**src/shared/bcrtc_pkg.sv**
```systemverilog
/*
 Constants of the BCD calendar clock: register offsets, control field
 positions, reset values and timing counts.
 Assumes a 10 MHz system clock and a 32.768 kHz calendar source.
*/
package bcrtc_pkg;
   // ***********************************
   // Register offsets (byte wide)
   // ***********************************
   localparam logic [4:0] A_SSL = 5'h00;
   localparam logic [4:0] A_SSH = 5'h01;
   localparam logic [4:0] A_SEC = 5'h02;
   localparam logic [4:0] A_MIN = 5'h03;
   localparam logic [4:0] A_HOUR = 5'h04;
   localparam logic [4:0] A_WDAY = 5'h05;
   localparam logic [4:0] A_DATE = 5'h06;
   localparam logic [4:0] A_MON = 5'h07;
   localparam logic [4:0] A_YEAR = 5'h08;
   localparam logic [4:0] A_CTRL = 5'h09;
   localparam logic [4:0] A_STAT = 5'h0A;
   localparam logic [4:0] A_MASK = 5'h0B;
   localparam logic [4:0] A_WUTL = 5'h0C;
   localparam logic [4:0] A_WUTH = 5'h0D;
   localparam logic [4:0] A_ALMSK = 5'h0E;
   localparam logic [4:0] A_ALSEC = 5'h0F;
   localparam logic [4:0] A_ALMIN = 5'h10;
   localparam logic [4:0] A_ALHR = 5'h11;
   localparam logic [4:0] A_ALDATE = 5'h12;
   localparam logic [4:0] A_CALL = 5'h13;
   localparam logic [4:0] A_CALH = 5'h14;
   localparam logic [4:0] A_SHL = 5'h15;
   localparam logic [4:0] A_SHH = 5'h16;
   localparam logic [4:0] A_TFILT = 5'h17;
   localparam logic [4:0] A_CLKST = 5'h18;
   // ***********************************
   // Control bits and the hour PM bit
   // ***********************************
   localparam int C_RUN = 0;
   localparam int C_FMT12 = 1;
   localparam int C_WUTEN = 2;
   localparam int C_ALEN = 3;
   localparam int C_WSEL = 4;
   localparam int HR_PM = 6;
   // Status bits: alarm, wakeup, clock fail, tamper 0..2
   localparam int S_AL = 0;
   localparam int S_WUT = 1;
   localparam int S_CSS = 2;
   localparam int S_TAMP = 3;
   // ***********************************
   // Reset values
   // ***********************************
   localparam logic [7:0] CTRL_RST = 8'h01;
   localparam logic [7:0] DAY1_RST = 8'h01;
   localparam logic [15:0] WUT_RST = 16'hFFFF;
   // ***********************************
   // Timing
   // ***********************************
   localparam int CLK_PERIOD_NS = 100;
   localparam int CSS_TIME_NS = 122070;
   localparam int CSS_CYC_I = (CSS_TIME_NS + CLK_PERIOD_NS - 1) / CLK_PERIOD_NS;
   localparam logic [10:0] CSS_CYC = CSS_CYC_I[10:0];
   localparam logic [14:0] SS_TOP = 15'h7FFF;
endpackage

```
**src/design/bcrtc_top.sv**
```systemverilog
/*
 BCD calendar clock with subsecond count, shift, digital calibration,
 alarm, wakeup timer, crystal watchdog and three filtered tamper pins.
 Assumes oscillators and tamper pins are asynchronous pins, and a
 register master that follows the one-cycle strobe protocol.
*/
`timescale 1ns/1ps
module bcrtc_top (
   input wire logic clock,
   input wire logic rst_n,
   input wire logic [4:0] addr,
   input wire logic [7:0] wdata,
   input wire logic wr_stb,
   input wire logic rd_stb,
   input wire logic slow_external_crystal,
   input wire logic slow_internal_rc,
   input wire logic [2:0] tamper_pin,
   output logic [7:0] rd_data,
   output logic irq,
   output logic src_is_rc
);
   // ***********************************
   // Helpers
   // ***********************************
   function automatic logic [7:0] bcd_inc(input logic [7:0] v);
      bcd_inc = (v[3:0] == 4'h9) ? {v[7:4] + 4'h1, 4'h0} : {v[7:4], v[3:0] + 4'h1};
   endfunction

   // Leap when BCD year divisible by four
   function automatic logic is_leap(input logic [7:0] y);
      is_leap = y[4] ? (y[3:0] == 4'h2 || y[3:0] == 4'h6)
                     : (y[3:0] == 4'h0 || y[3:0] == 4'h4 || y[3:0] == 4'h8);
   endfunction

   function automatic logic [7:0] month_len(input logic [7:0] m, input logic lp);
      if (m == 8'h02) begin
         month_len = lp ? 8'h29 : 8'h28;
      end else if (m == 8'h04 || m == 8'h06 || m == 8'h09 || m == 8'h11) begin
         month_len = 8'h30;
      end else begin
         month_len = 8'h31;
      end
   endfunction

   // ***********************************
   // Pin synchronisers and filters
   // ***********************************
   logic [4:0] pin_in;
   logic [4:0] pin_filt;
   logic [4:0] pin_rise;
   assign pin_in = {tamper_pin, slow_internal_rc, slow_external_crystal};

   genvar gi;
   generate
      for (gi = 0; gi < 5; gi++) begin : g_pin
         logic [2:0] sync_reg;
         logic filt_reg;
         logic prev_reg;
         always_ff @(posedge clock) begin
            if (!rst_n) begin
               sync_reg <= 3'h0;
               filt_reg <= 1'b0;
               prev_reg <= 1'b0;
            end else begin
               sync_reg <= {sync_reg[1:0], pin_in[gi]};
               if (sync_reg[1] == sync_reg[2]) begin
                  filt_reg <= sync_reg[2];
               end
               prev_reg <= filt_reg;
            end
         end
         assign pin_filt[gi] = filt_reg;
         assign pin_rise[gi] = filt_reg & ~prev_reg;
      end
   endgenerate

   // ***********************************
   // Clock watchdog and source select
   // ***********************************
   logic [10:0] css_cnt_reg;
   logic css_fail_reg;
   logic src_tick;
   always_ff @(posedge clock) begin
      if (!rst_n) begin
         css_cnt_reg <= 11'h000;
         css_fail_reg <= 1'b0;
      end else begin
         css_cnt_reg <= pin_rise[0] ? 11'h000 : (css_fail_reg ? css_cnt_reg : css_cnt_reg + 11'h001);
         if (css_cnt_reg == bcrtc_pkg::CSS_CYC) begin
            css_fail_reg <= 1'b1;
         end
      end
   end
   // Fallback is kept until reset: a flaky crystal must not toggle the source
   assign src_tick = css_fail_reg ? pin_rise[1] : pin_rise[0];

   // ***********************************
   // Registers
   // ***********************************
   logic [7:0] ctrl_reg, stat_reg, mask_reg, almsk_reg, tfilt_reg, shl_reg;
   logic [7:0] al_sec_reg, al_min_reg, al_hr_reg, al_date_reg;
   logic [15:0] wut_reg;
   logic [8:0] cal_reg;
   logic [14:0] shift_reg;
   logic [14:0] ss_reg;
   logic [19:0] calw_reg;
   logic [7:0] sec_reg, min_reg, hour_reg, wday_reg, date_reg, mon_reg, year_reg;
   logic [7:0] snap_reg [0:7];
   logic [7:0] rd_next;
   logic [5:0] ev_set;

   wire wr_ctrl = wr_stb && addr == bcrtc_pkg::A_CTRL;
   wire run = ctrl_reg[bcrtc_pkg::C_RUN];
   wire fmt12 = ctrl_reg[bcrtc_pkg::C_FMT12];
   wire cal_drop = calw_reg < {11'h000, cal_reg};
   wire cal_tick = run & src_tick & ~cal_drop & (shift_reg == 15'h0000);
   wire sec_tick = cal_tick & (ss_reg == bcrtc_pkg::SS_TOP);

   always_ff @(posedge clock) begin
      if (!rst_n) begin
         ctrl_reg <= bcrtc_pkg::CTRL_RST;
         mask_reg <= 8'h00;
         almsk_reg <= 8'h0F;
         tfilt_reg <= 8'h00;
         shl_reg <= 8'h00;
         wut_reg <= bcrtc_pkg::WUT_RST;
         cal_reg <= 9'h000;
         al_sec_reg <= 8'h00;
         al_min_reg <= 8'h00;
         al_hr_reg <= 8'h00;
         al_date_reg <= 8'h00;
      end else if (wr_stb) begin
         if (wr_ctrl) ctrl_reg <= wdata;
         if (addr == bcrtc_pkg::A_MASK) mask_reg <= wdata;
         if (addr == bcrtc_pkg::A_ALMSK) almsk_reg <= wdata;
         if (addr == bcrtc_pkg::A_TFILT) tfilt_reg <= wdata;
         if (addr == bcrtc_pkg::A_SHL) shl_reg <= wdata;
         if (addr == bcrtc_pkg::A_WUTL) wut_reg[7:0] <= wdata;
         if (addr == bcrtc_pkg::A_WUTH) wut_reg[15:8] <= wdata;
         if (addr == bcrtc_pkg::A_CALL) cal_reg[7:0] <= wdata;
         if (addr == bcrtc_pkg::A_CALH) cal_reg[8] <= wdata[0];
         if (addr == bcrtc_pkg::A_ALSEC) al_sec_reg <= wdata;
         if (addr == bcrtc_pkg::A_ALMIN) al_min_reg <= wdata;
         if (addr == bcrtc_pkg::A_ALHR) al_hr_reg <= wdata;
         if (addr == bcrtc_pkg::A_ALDATE) al_date_reg <= wdata;
      end
   end

   // ***********************************
   // Shift, calibration window, subseconds
   // ***********************************
   always_ff @(posedge clock) begin
      if (!rst_n) begin
         shift_reg <= 15'h0000;
         calw_reg <= 20'h00000;
         ss_reg <= 15'h0000;
      end else begin
         if (wr_stb && addr == bcrtc_pkg::A_SHH) begin
            shift_reg <= {wdata[6:0], shl_reg};
         end else if (run && src_tick && shift_reg != 15'h0000) begin
            shift_reg <= shift_reg - 15'h0001;
         end
         if (run && src_tick) calw_reg <= calw_reg + 20'h00001;
         if (wr_stb && addr == bcrtc_pkg::A_SSL) begin
            ss_reg <= 15'h0000;
         end else if (cal_tick) begin
            ss_reg <= ss_reg + 15'h0001;
         end
      end
   end

   // ***********************************
   // Calendar cascade
   // ***********************************
   wire leap = is_leap(year_reg);
   wire hr_wrap = fmt12 ? (hour_reg[5:0] == 6'h11 && hour_reg[bcrtc_pkg::HR_PM]) : (hour_reg == 8'h23);
   wire c_min = sec_tick & (sec_reg == 8'h59);
   wire c_hr = c_min & (min_reg == 8'h59);
   wire c_day = c_hr & hr_wrap;
   wire c_mon = c_day & (date_reg == month_len(mon_reg, leap));
   wire c_yr = c_mon & (mon_reg == 8'h12);
   logic [7:0] hour_next;
   always_comb begin
      hour_next = bcd_inc(hour_reg);
      if (!fmt12) begin
         hour_next = hr_wrap ? 8'h00 : bcd_inc(hour_reg);
      end else if (hour_reg[5:0] == 6'h11) begin
         hour_next = {1'b0, ~hour_reg[bcrtc_pkg::HR_PM], 6'h12};
      end else if (hour_reg[5:0] == 6'h12) begin
         hour_next = {1'b0, hour_reg[bcrtc_pkg::HR_PM], 6'h01};
      end
   end

   always_ff @(posedge clock) begin
      if (!rst_n) begin
         sec_reg <= 8'h00;
         min_reg <= 8'h00;
         hour_reg <= 8'h00;
         wday_reg <= bcrtc_pkg::DAY1_RST;
         date_reg <= bcrtc_pkg::DAY1_RST;
         mon_reg <= bcrtc_pkg::DAY1_RST;
         year_reg <= 8'h00;
      end else begin
         // Software writes win; set the calendar with RUN low to avoid a tick race
         if (wr_stb && addr == bcrtc_pkg::A_SEC) sec_reg <= wdata;
         else if (sec_tick) sec_reg <= c_min ? 8'h00 : bcd_inc(sec_reg);
         if (wr_stb && addr == bcrtc_pkg::A_MIN) min_reg <= wdata;
         else if (c_min) min_reg <= c_hr ? 8'h00 : bcd_inc(min_reg);
         if (wr_stb && addr == bcrtc_pkg::A_HOUR) hour_reg <= wdata;
         else if (c_hr) hour_reg <= hour_next;
         if (wr_stb && addr == bcrtc_pkg::A_WDAY) wday_reg <= wdata;
         else if (c_day) wday_reg <= (wday_reg == 8'h07) ? 8'h01 : bcd_inc(wday_reg);
         if (wr_stb && addr == bcrtc_pkg::A_DATE) date_reg <= wdata;
         else if (c_day) date_reg <= c_mon ? 8'h01 : bcd_inc(date_reg);
         if (wr_stb && addr == bcrtc_pkg::A_MON) mon_reg <= wdata;
         else if (c_mon) mon_reg <= c_yr ? 8'h01 : bcd_inc(mon_reg);
         if (wr_stb && addr == bcrtc_pkg::A_YEAR) year_reg <= wdata;
         else if (c_yr) year_reg <= (year_reg == 8'h99) ? 8'h00 : bcd_inc(year_reg);
      end
   end

   // ***********************************
   // Alarm
   // ***********************************
   wire al_hit = run & ctrl_reg[bcrtc_pkg::C_ALEN] & sec_tick
      & (almsk_reg[0] | al_sec_reg == sec_reg) & (almsk_reg[1] | al_min_reg == min_reg)
      & (almsk_reg[2] | al_hr_reg == hour_reg) & (almsk_reg[3] | al_date_reg == date_reg);

   // ***********************************
   // Wakeup timer
   // ***********************************
   logic [16:0] wut_cnt_reg;
   wire [2:0] wsel = ctrl_reg[bcrtc_pkg::C_WSEL +: 3];
   wire [3:0] wdiv_mask = 4'hF >> wsel[1:0];
   wire wut_step = wsel[2] ? sec_tick : cal_tick & ((ss_reg[3:0] | ~wdiv_mask) == 4'hF);
   // Zero reload is raised to one, so the shortest interval is two 61 us steps
   wire [16:0] wut_load = {wsel[2] & wsel[1], (wut_reg == 16'h0000) ? 16'h0001 : wut_reg};
   wire wut_en = ctrl_reg[bcrtc_pkg::C_WUTEN];
   wire wut_hit = wut_en & wut_step & (wut_cnt_reg == 17'h00000);
   always_ff @(posedge clock) begin
      if (!rst_n) begin
         wut_cnt_reg <= 17'h00000;
      end else if (!wut_en || wut_hit) begin
         wut_cnt_reg <= wut_load;
      end else if (wut_step) begin
         wut_cnt_reg <= wut_cnt_reg - 17'h00001;
      end
   end

   // ***********************************
   // Tamper filters
   // ***********************************
   logic [2:0] tamp_hit;
   generate
      for (gi = 0; gi < 3; gi++) begin : g_tamp
         logic [3:0] tcnt_reg;
         logic tdone_reg;
         wire [3:0] tneed = 4'h1 << tfilt_reg[1:0];
         always_ff @(posedge clock) begin
            if (!rst_n || !pin_filt[2 + gi]) begin
               tcnt_reg <= 4'h0;
               tdone_reg <= 1'b0;
            end else if (tfilt_reg[1:0] == 2'h0) begin
               tdone_reg <= 1'b1;
            end else if (src_tick && !tdone_reg) begin
               tcnt_reg <= tcnt_reg + 4'h1;
               tdone_reg <= (tcnt_reg + 4'h1) == tneed;
            end
         end
         // One event per assertion of the pin
         assign tamp_hit[gi] = pin_filt[2 + gi] & ~tdone_reg
            & ((tfilt_reg[1:0] == 2'h0) | (src_tick & (tcnt_reg + 4'h1) == tneed));
      end
   endgenerate

   // ***********************************
   // Status, interrupt, read port
   // ***********************************
   logic css_prev_reg;
   assign ev_set = {tamp_hit, css_fail_reg & ~css_prev_reg, wut_hit, al_hit};
   wire [5:0] w1c = (wr_stb && addr == bcrtc_pkg::A_STAT) ? wdata[5:0] : 6'h00;
   wire [7:0] live [0:7];
   assign live[0] = ss_reg[7:0];
   assign live[1] = {1'b0, ss_reg[14:8]};
   assign live[2] = sec_reg;
   assign live[3] = min_reg;
   assign live[4] = hour_reg;
   assign live[5] = wday_reg;
   assign live[6] = date_reg;
   assign live[7] = mon_reg;
   logic [7:0] snap_year_reg;

   always_comb begin
      if (addr == bcrtc_pkg::A_SSL) rd_next = ss_reg[7:0];
      else if (addr <= bcrtc_pkg::A_MON) rd_next = snap_reg[addr[2:0]];
      else if (addr == bcrtc_pkg::A_YEAR) rd_next = snap_year_reg;
      else if (addr == bcrtc_pkg::A_CTRL) rd_next = ctrl_reg;
      else if (addr == bcrtc_pkg::A_STAT) rd_next = stat_reg;
      else if (addr == bcrtc_pkg::A_MASK) rd_next = mask_reg;
      else if (addr == bcrtc_pkg::A_WUTL) rd_next = wut_reg[7:0];
      else if (addr == bcrtc_pkg::A_WUTH) rd_next = wut_reg[15:8];
      else if (addr == bcrtc_pkg::A_ALMSK) rd_next = almsk_reg;
      else if (addr == bcrtc_pkg::A_ALSEC) rd_next = al_sec_reg;
      else if (addr == bcrtc_pkg::A_ALMIN) rd_next = al_min_reg;
      else if (addr == bcrtc_pkg::A_ALHR) rd_next = al_hr_reg;
      else if (addr == bcrtc_pkg::A_ALDATE) rd_next = al_date_reg;
      else if (addr == bcrtc_pkg::A_CALL) rd_next = cal_reg[7:0];
      else if (addr == bcrtc_pkg::A_CALH) rd_next = {7'h00, cal_reg[8]};
      else if (addr == bcrtc_pkg::A_SHL) rd_next = shift_reg[7:0];
      else if (addr == bcrtc_pkg::A_SHH) rd_next = {1'b0, shift_reg[14:8]};
      else if (addr == bcrtc_pkg::A_TFILT) rd_next = tfilt_reg;
      else if (addr == bcrtc_pkg::A_CLKST) rd_next = {6'h00, css_fail_reg, pin_filt[0]};
      else rd_next = 8'h00;
   end

   always_ff @(posedge clock) begin
      if (!rst_n) begin
         stat_reg <= 8'h00;
         css_prev_reg <= 1'b0;
         irq <= 1'b0;
         rd_data <= 8'h00;
         src_is_rc <= 1'b0;
         snap_year_reg <= 8'h00;
         // Snapshot starts at the calendar reset values, so reads before any freeze stay in range
         for (int i = 0; i < 8; i++) snap_reg[i] <= (i < 5) ? 8'h00 : bcrtc_pkg::DAY1_RST;
      end else begin
         css_prev_reg <= css_fail_reg;
         stat_reg[5:0] <= (stat_reg[5:0] & ~w1c) | ev_set;
         irq <= |(stat_reg[5:0] & mask_reg[5:0]);
         src_is_rc <= css_fail_reg;
         rd_data <= rd_stb ? rd_next : 8'h00;
         if (rd_stb && addr == bcrtc_pkg::A_SSL) begin
            for (int i = 0; i < 8; i++) snap_reg[i] <= live[i];
            snap_year_reg <= year_reg;
         end
      end
   end
endmodule // bcrtc_top

```
**config.mk**
```make
export PLATFORM = sky130hd
export DESIGN_NAME = bcrtc_top
export DESIGN_NICKNAME = d
export VERILOG_FILES = /design/src/shared/bcrtc_pkg.sv /design/src/design/bcrtc_top.sv
export SDC_FILE = /design/constraint.sdc
export NUM_CORES = 1
export LEC_CHECK = 0
export ABC_AREA = 1
export BUFFER_PORTS_ARGS = -buffer_cell sky130_fd_sc_hd__buf_2
export CORE_MARGIN = 3
export CORE_UTILIZATION = 55
export CTS_CLUSTER_DIAMETER = 60
export CTS_CLUSTER_SIZE = 14
export DETAILED_ROUTE_END_ITERATION = 8
export PLACE_DENSITY = 0.76
export SLEW_MARGIN = 20
export SYNTH_ARGS = -nofsm -noshare
export SYNTH_HDL_FRONTEND = slang
export SYNTH_SLANG_ARGS = --single-unit
```
**constraint.sdc**
```tcl
create_clock -name clock -period 7.1 [get_ports clock]
set_input_delay 1.42 -clock clock [delete_from_list [all_inputs] [get_ports clock]]
set_output_delay 1.42 -clock clock [all_outputs]
set_load 0.05 [all_outputs]
```
; ---- Word-level counts from Yosys, hierarchy flattened
; Memories as Yosys holds them, arrays and structs flattened.
; Cells that the tools add are included.
; Widths: inputs -> output; s select.
[classes]
n_addsub = 22
n_mul = 0
div_mod_pow = 0
n_lt_le_gt_ge = 2
eq_ne = 64
n_shift = 2
n_mux = 81
n_bitwise = 62
n_reduce_logical = 88
[ops]
columns = cell, count
row1 = $mux 8, 57
row2 = $add 4x1->4 const B, 17
row3 = $reduce_and 2->1, 24
row4 = $eq 5x5->1 const B, 9
row5 = $eq 5x4->1 const B, 8
row6 = $eq 8x8->1, 5
row7 = $eq 4x4->1 const B, 9
row8 = $mux 17, 2
row9 = $and 1x1->1, 31
row10 = $mux 15, 2
row11 = $eq 8x3->1 const B, 3
row12 = $reduce_bool 2->1, 12
row13 = $add 20x1->20 const B, 1
row14 = $eq 5x3->1 const B, 4
row15 = $lt 20x9->1, 1
row16 = $logic_and 1x1->1, 18
row17 = $reduce_bool 3->1, 6
row18 = $logic_not 17->1, 1
row19 = $sub 17x1->17 const B, 1
row20 = $eq 8x5->1 const B, 2
row21 = $eq 8x7->1 const B, 2
row22 = $logic_not 16->1, 1
row23 = $mux 1, 16
row24 = $mux 16, 1
row25 = other kinds (38), 88
[word_totals]
regBits = 293
latchBits = 0
ramBits = 64
romBits = 0
in_bits = 22
wordCells = 378
memories = 1
[mem_list]
columns = memory, depth, width, read_ports, rd_ports_with_merged_regs, write_ports, line
row1 = snap_reg, 8, 8, 1, 0, 8, bcrtc_top.sv:108  ; logic [7:0] snap_reg [0:7];

; ---- Depth between registers and ports, before layout
[logic_depth]
depth_word = 20
ltp_mapped = 21
depth_no_buf = 20

; ---- Worst setup path after synthesis
; OpenSTA, ideal clock, no wires.
[synth_timing]
path_type = input to register
start = input addr[2]
end = memory snap_reg[0][7] (enable)
t_arrival_ps = 3460
slack_ps = 3224
stages = 6
path_buffers = 1
cell_sequence = buf_2 clkinv_1 nand2_1 nor2_1 nand2_1 nand2_1
[synth_lines]
columns = element, line
row1 = from (decl), bcrtc_top.sv:11  ; input wire logic [4:0] addr,
row2 = to (decl), bcrtc_top.sv:108

; ---- Final worst setup path
[layout_timing]
start = input addr[1]
end = register shift_reg[12]
[layout_between]
elab_chain_len = 3
elab_cells_between_ends = 4
cone_classes = eq/ne (1) / mux (1) / reduce/logical (2)
[layout_rtl]
columns = element, line
row1 = $eq 5x5->1 *, bcrtc_top.sv:158  ; if (wr_stb && addr == bcrtc_pkg::A_SHH) begin
row2 = $logic_and 1x1->1 *, bcrtc_top.sv:158
row3 = $mux 15 or $reduce_bool 2->1 (tied branches), --
row4 = to (signal assigned), bcrtc_top.sv:159  ; shift_reg <= {wdata[6:0], shl_reg};
row5 = to (signal assigned), bcrtc_top.sv:161  ; shift_reg <= shift_reg - 15'h0001;
row6 = to (decl), bcrtc_top.sv:104  ; logic [14:0] shift_reg;
; Every way passes the cells marked *; elsewhere a longest branch is shown, timed or not.
; A chain may end at the register's enable or synchronous reset.

==> metrics.cfg <==
[status]
status = finished clean

[final_layout]
largest_reg_flops = 56
multi_input_area_sq_um = 8606
drive_gt1_share_pct = 4.934
fill_cells = 2887
area_growth_pct = 8.442
utilization_pct = 60.96
nNetsFinal = 2532
seq_area_sq_um = 7547

[hold_path]
hold_path_class = register to register

[timing]
grt_setup_unrepaired = no
finalSetupTns_ps = 0
clock_skew_ps = 25.11
setup_viol = 0
layout_min_cycle_time_ps = 4026
fmax_mhz = 248.4
slew_viol_final = 0
slew_headroom_pct = 25.35
hold_viol = 0
worst_pin_slew_ps = 1119
min_period_over_period_pct = 56.71

[yosys]
seq_area_frac_synth_pct = 42.22
netlist.top_cell.by_area = dfxtp_1
ys.warnings.count = 0
yosysTopAreaCellShare_pct = 32.82
synth-edff-count = 56
synth_seq_cells = 349
async_flop_share_pct = 0
synth_cell_type_count = 57
syn_area_per_cell_sq_um = 7.202
synth_nets = 2544
netlist_instances = 2482
synth.area.top_cells = dfxtp_1 (33%), nand2_1 (10%), edfxtp_1 (9.4%)
synthFlopType = dfxtp_1
syn-cell-area_sq_um = 17870

[setup_path]
crit-reg2reg-launch = cal_reg[7]
endpoint = shift_reg[12]
worstRegToRegCells = 15
start_kind = input port
r2r_slack_ps = 3720
timing.rr.end = wut_cnt_reg[5]
critPathArrivalTime_ps = 4450
crit_chain = buf_2 -> inv_1 -> nor2_2 -> nand3_1 -> nor2_1 -> inv_1 -> nand2_1 -> clkinv_1 -> nand2_1 -> o221ai_1 -> nand2_1 -> inv_1
path_delay_family = simple AND/OR/NAND/NOR gates
cp_slowest_stage_delay_ps = 660
crit_buf_inv = 5
crit_type = input port to register
crit_path_max_fanout = 19
cpMaxStageDelayCell = nor2_1
path_depth = 12
critical_path.startpoint = addr[1]
setup.worst_path.end_class = register
critical_path_required_ps = 7520

[cts]
cts_buffers = 35
cts_max_path_buffers = 3
cts-root-buf = clkbuf_16
path_clk_slew_ps = 70
post_cts_buffers = 0
cts_hold_repair.buffers = 0
tritoncts = built
cts_resized = 0
cts.htree.levels = 2
clock_sinks = 349
clock_latency_ps = 540

[power_and_ir_drop]
pwr_density_cell_nw_per_um2 = 213.2
ir_drop_mv = 0.1991
leakage_nw = 8.016

[die]
die_y_um = 186.3
rows = 65
io_pins = 32
die_area_sq_um = 34700
start_util_pct = 56.21
core_area_sq_um = 31800
dieWidth_um = 186.3

[route]
first_pass_iters = 6
drcViolationCount = 0
drt-initial-drc-count = 1952
wl_per_cell_um = 18.39
ant_nets = 0
totalWireLength_mm = 53.91
vias_per_cell = 5.849
vias = 17150

[grt]
grt_antenna_before_repair = 2
grt_pass1_vias = 16040
grt_max_degree = 114
grt.total_usage_pct = 30.82
overflow = 0
grt_pass1_wl_mm = 84.70

[placed_design]
place_congestion = 0.9726
portBuffers = 31
hpwl_mm = 37.74

[job]
drv_cap = 0

cell families after synthesis:
family | Yosys count | share of synthesized area (%)
AND/OR/NAND/NOR | 1020 | 24.52
AO/OA/AOI/OAI | 550 | 17.33
buffers and inverters | 452 | 9.646
flip-flops | 349 | 42.22
XOR/XNOR | 71 | 3.479
adder cells (fa/ha/maj) | 40 | 2.800
synth_stat cells, drive strengths merged (2+ instances only):
cell type	instances
edfxtp	56
or2	7
nor4	13
xnor2	18
o21a	2
buf	13
a221oi	5
a22o	3
o21ai	187
nor2	251
xor2	53
ha	40
nor3b	3
nor3	35
o221ai	7
o311ai	3
inv	361
nand3b	3
dfxtp	293
o31ai	4
nand2	499
a22oi	11
o21bai	5
nand3	151
o41ai	5
o22ai	33
clkinv	5
a31oi	13
a21oi	228
a211oi	8
clkbuf	73
a311oi	2
nand4	58
o211ai	27
cell type report:
| class | count | share of cell area (%) |
|---|---|---|
| timing repair buffer | 37 | 1.046 |
| multi-input combinational | 1681 | 44.40 |
| clock inverter | 13 | 0.6003 |
| antenna | 4 | 0.05164 |
| sequential | 349 | 38.94 |
| tap | 435 | 2.808 |
| inverter | 366 | 7.088 |
| clock buffer | 47 | 5.074 |
worst min-delay path, stage by stage, from the launching register on:
cell and delay, ps:
dfxtp_1 310, nand2_1 50, inv_1 40
worst min-delay path by stage:
stage,from,end,cells after the start
floorplan,g_pin[0].sync_reg[0],g_pin[0].sync_reg[1],2
global placement,g_pin[2].sync_reg[0],g_pin[2].sync_reg[1],2
detailed placement,g_pin[3].sync_reg[0],g_pin[3].sync_reg[1],2
CTS,g_pin[2].sync_reg[0],g_pin[2].sync_reg[1],2
global route,g_pin[3].sync_reg[0],g_pin[3].sync_reg[1],2
finish,g_pin[3].sync_reg[0],g_pin[3].sync_reg[1],2
metal layers:
layer	vias up	GRT usage, %	wire, um
met4	0	13.94	2473
met1	8005	40.79	22190
met5	-	0	0
li1	8184	-	-
met3	167	4.492	4550
met2	793	50.33	24690
stage by stage:
| stage | hold slack, ps | cells | setup WS, ps | cell area, sq um | power, mW |
|---|---|---|---|---|---|
| 2_1_floorplan | 390.5 | 2482 | 3224 | 17870 | 2.253 |
| 3_3_place_gp | 416.0 | 2868 | 2651 | 18270 | 2.337 |
| 3_5_place_dp | 419.2 | 2868 | 2629 | 18270 | 2.342 |
| 4_1_cts | 434.7 | 2928 | 3178 | 19370 | 4.148 |
| 5_1_grt | 463.6 | 2928 | 2694 | 19370 | 4.246 |
| 6_report | 424.7 | 2932 | 3074 | 19380 | 4.132 |
cells in the final DEF (no fill, tap or decap), drive strengths merged, types with 18 or more instances in the layout:
cell / synthesis / layout
edfxtp: 56 / 56
inv: 361 / 363
o211ai: 27 / 27
clkbuf: 73 / 47
nand3: 151 / 151
a21oi: 228 / 228
dfxtp: 293 / 293
nor3: 35 / 35
xor2: 53 / 53
nor2: 251 / 251
xnor2: 18 / 18
o21ai: 187 / 187
o22ai: 33 / 33
nand2: 499 / 499
buf: 13 / 37
nand4: 58 / 58
ha: 40 / 40
power by group:
part           switching (mW)  internal, mW
clock                   0.808          1.02
combinational           0.184        0.0576
sequential             0.0248          2.04
total                    1.02          3.12
Note: power is estimated with default switching activity, not from simulation.
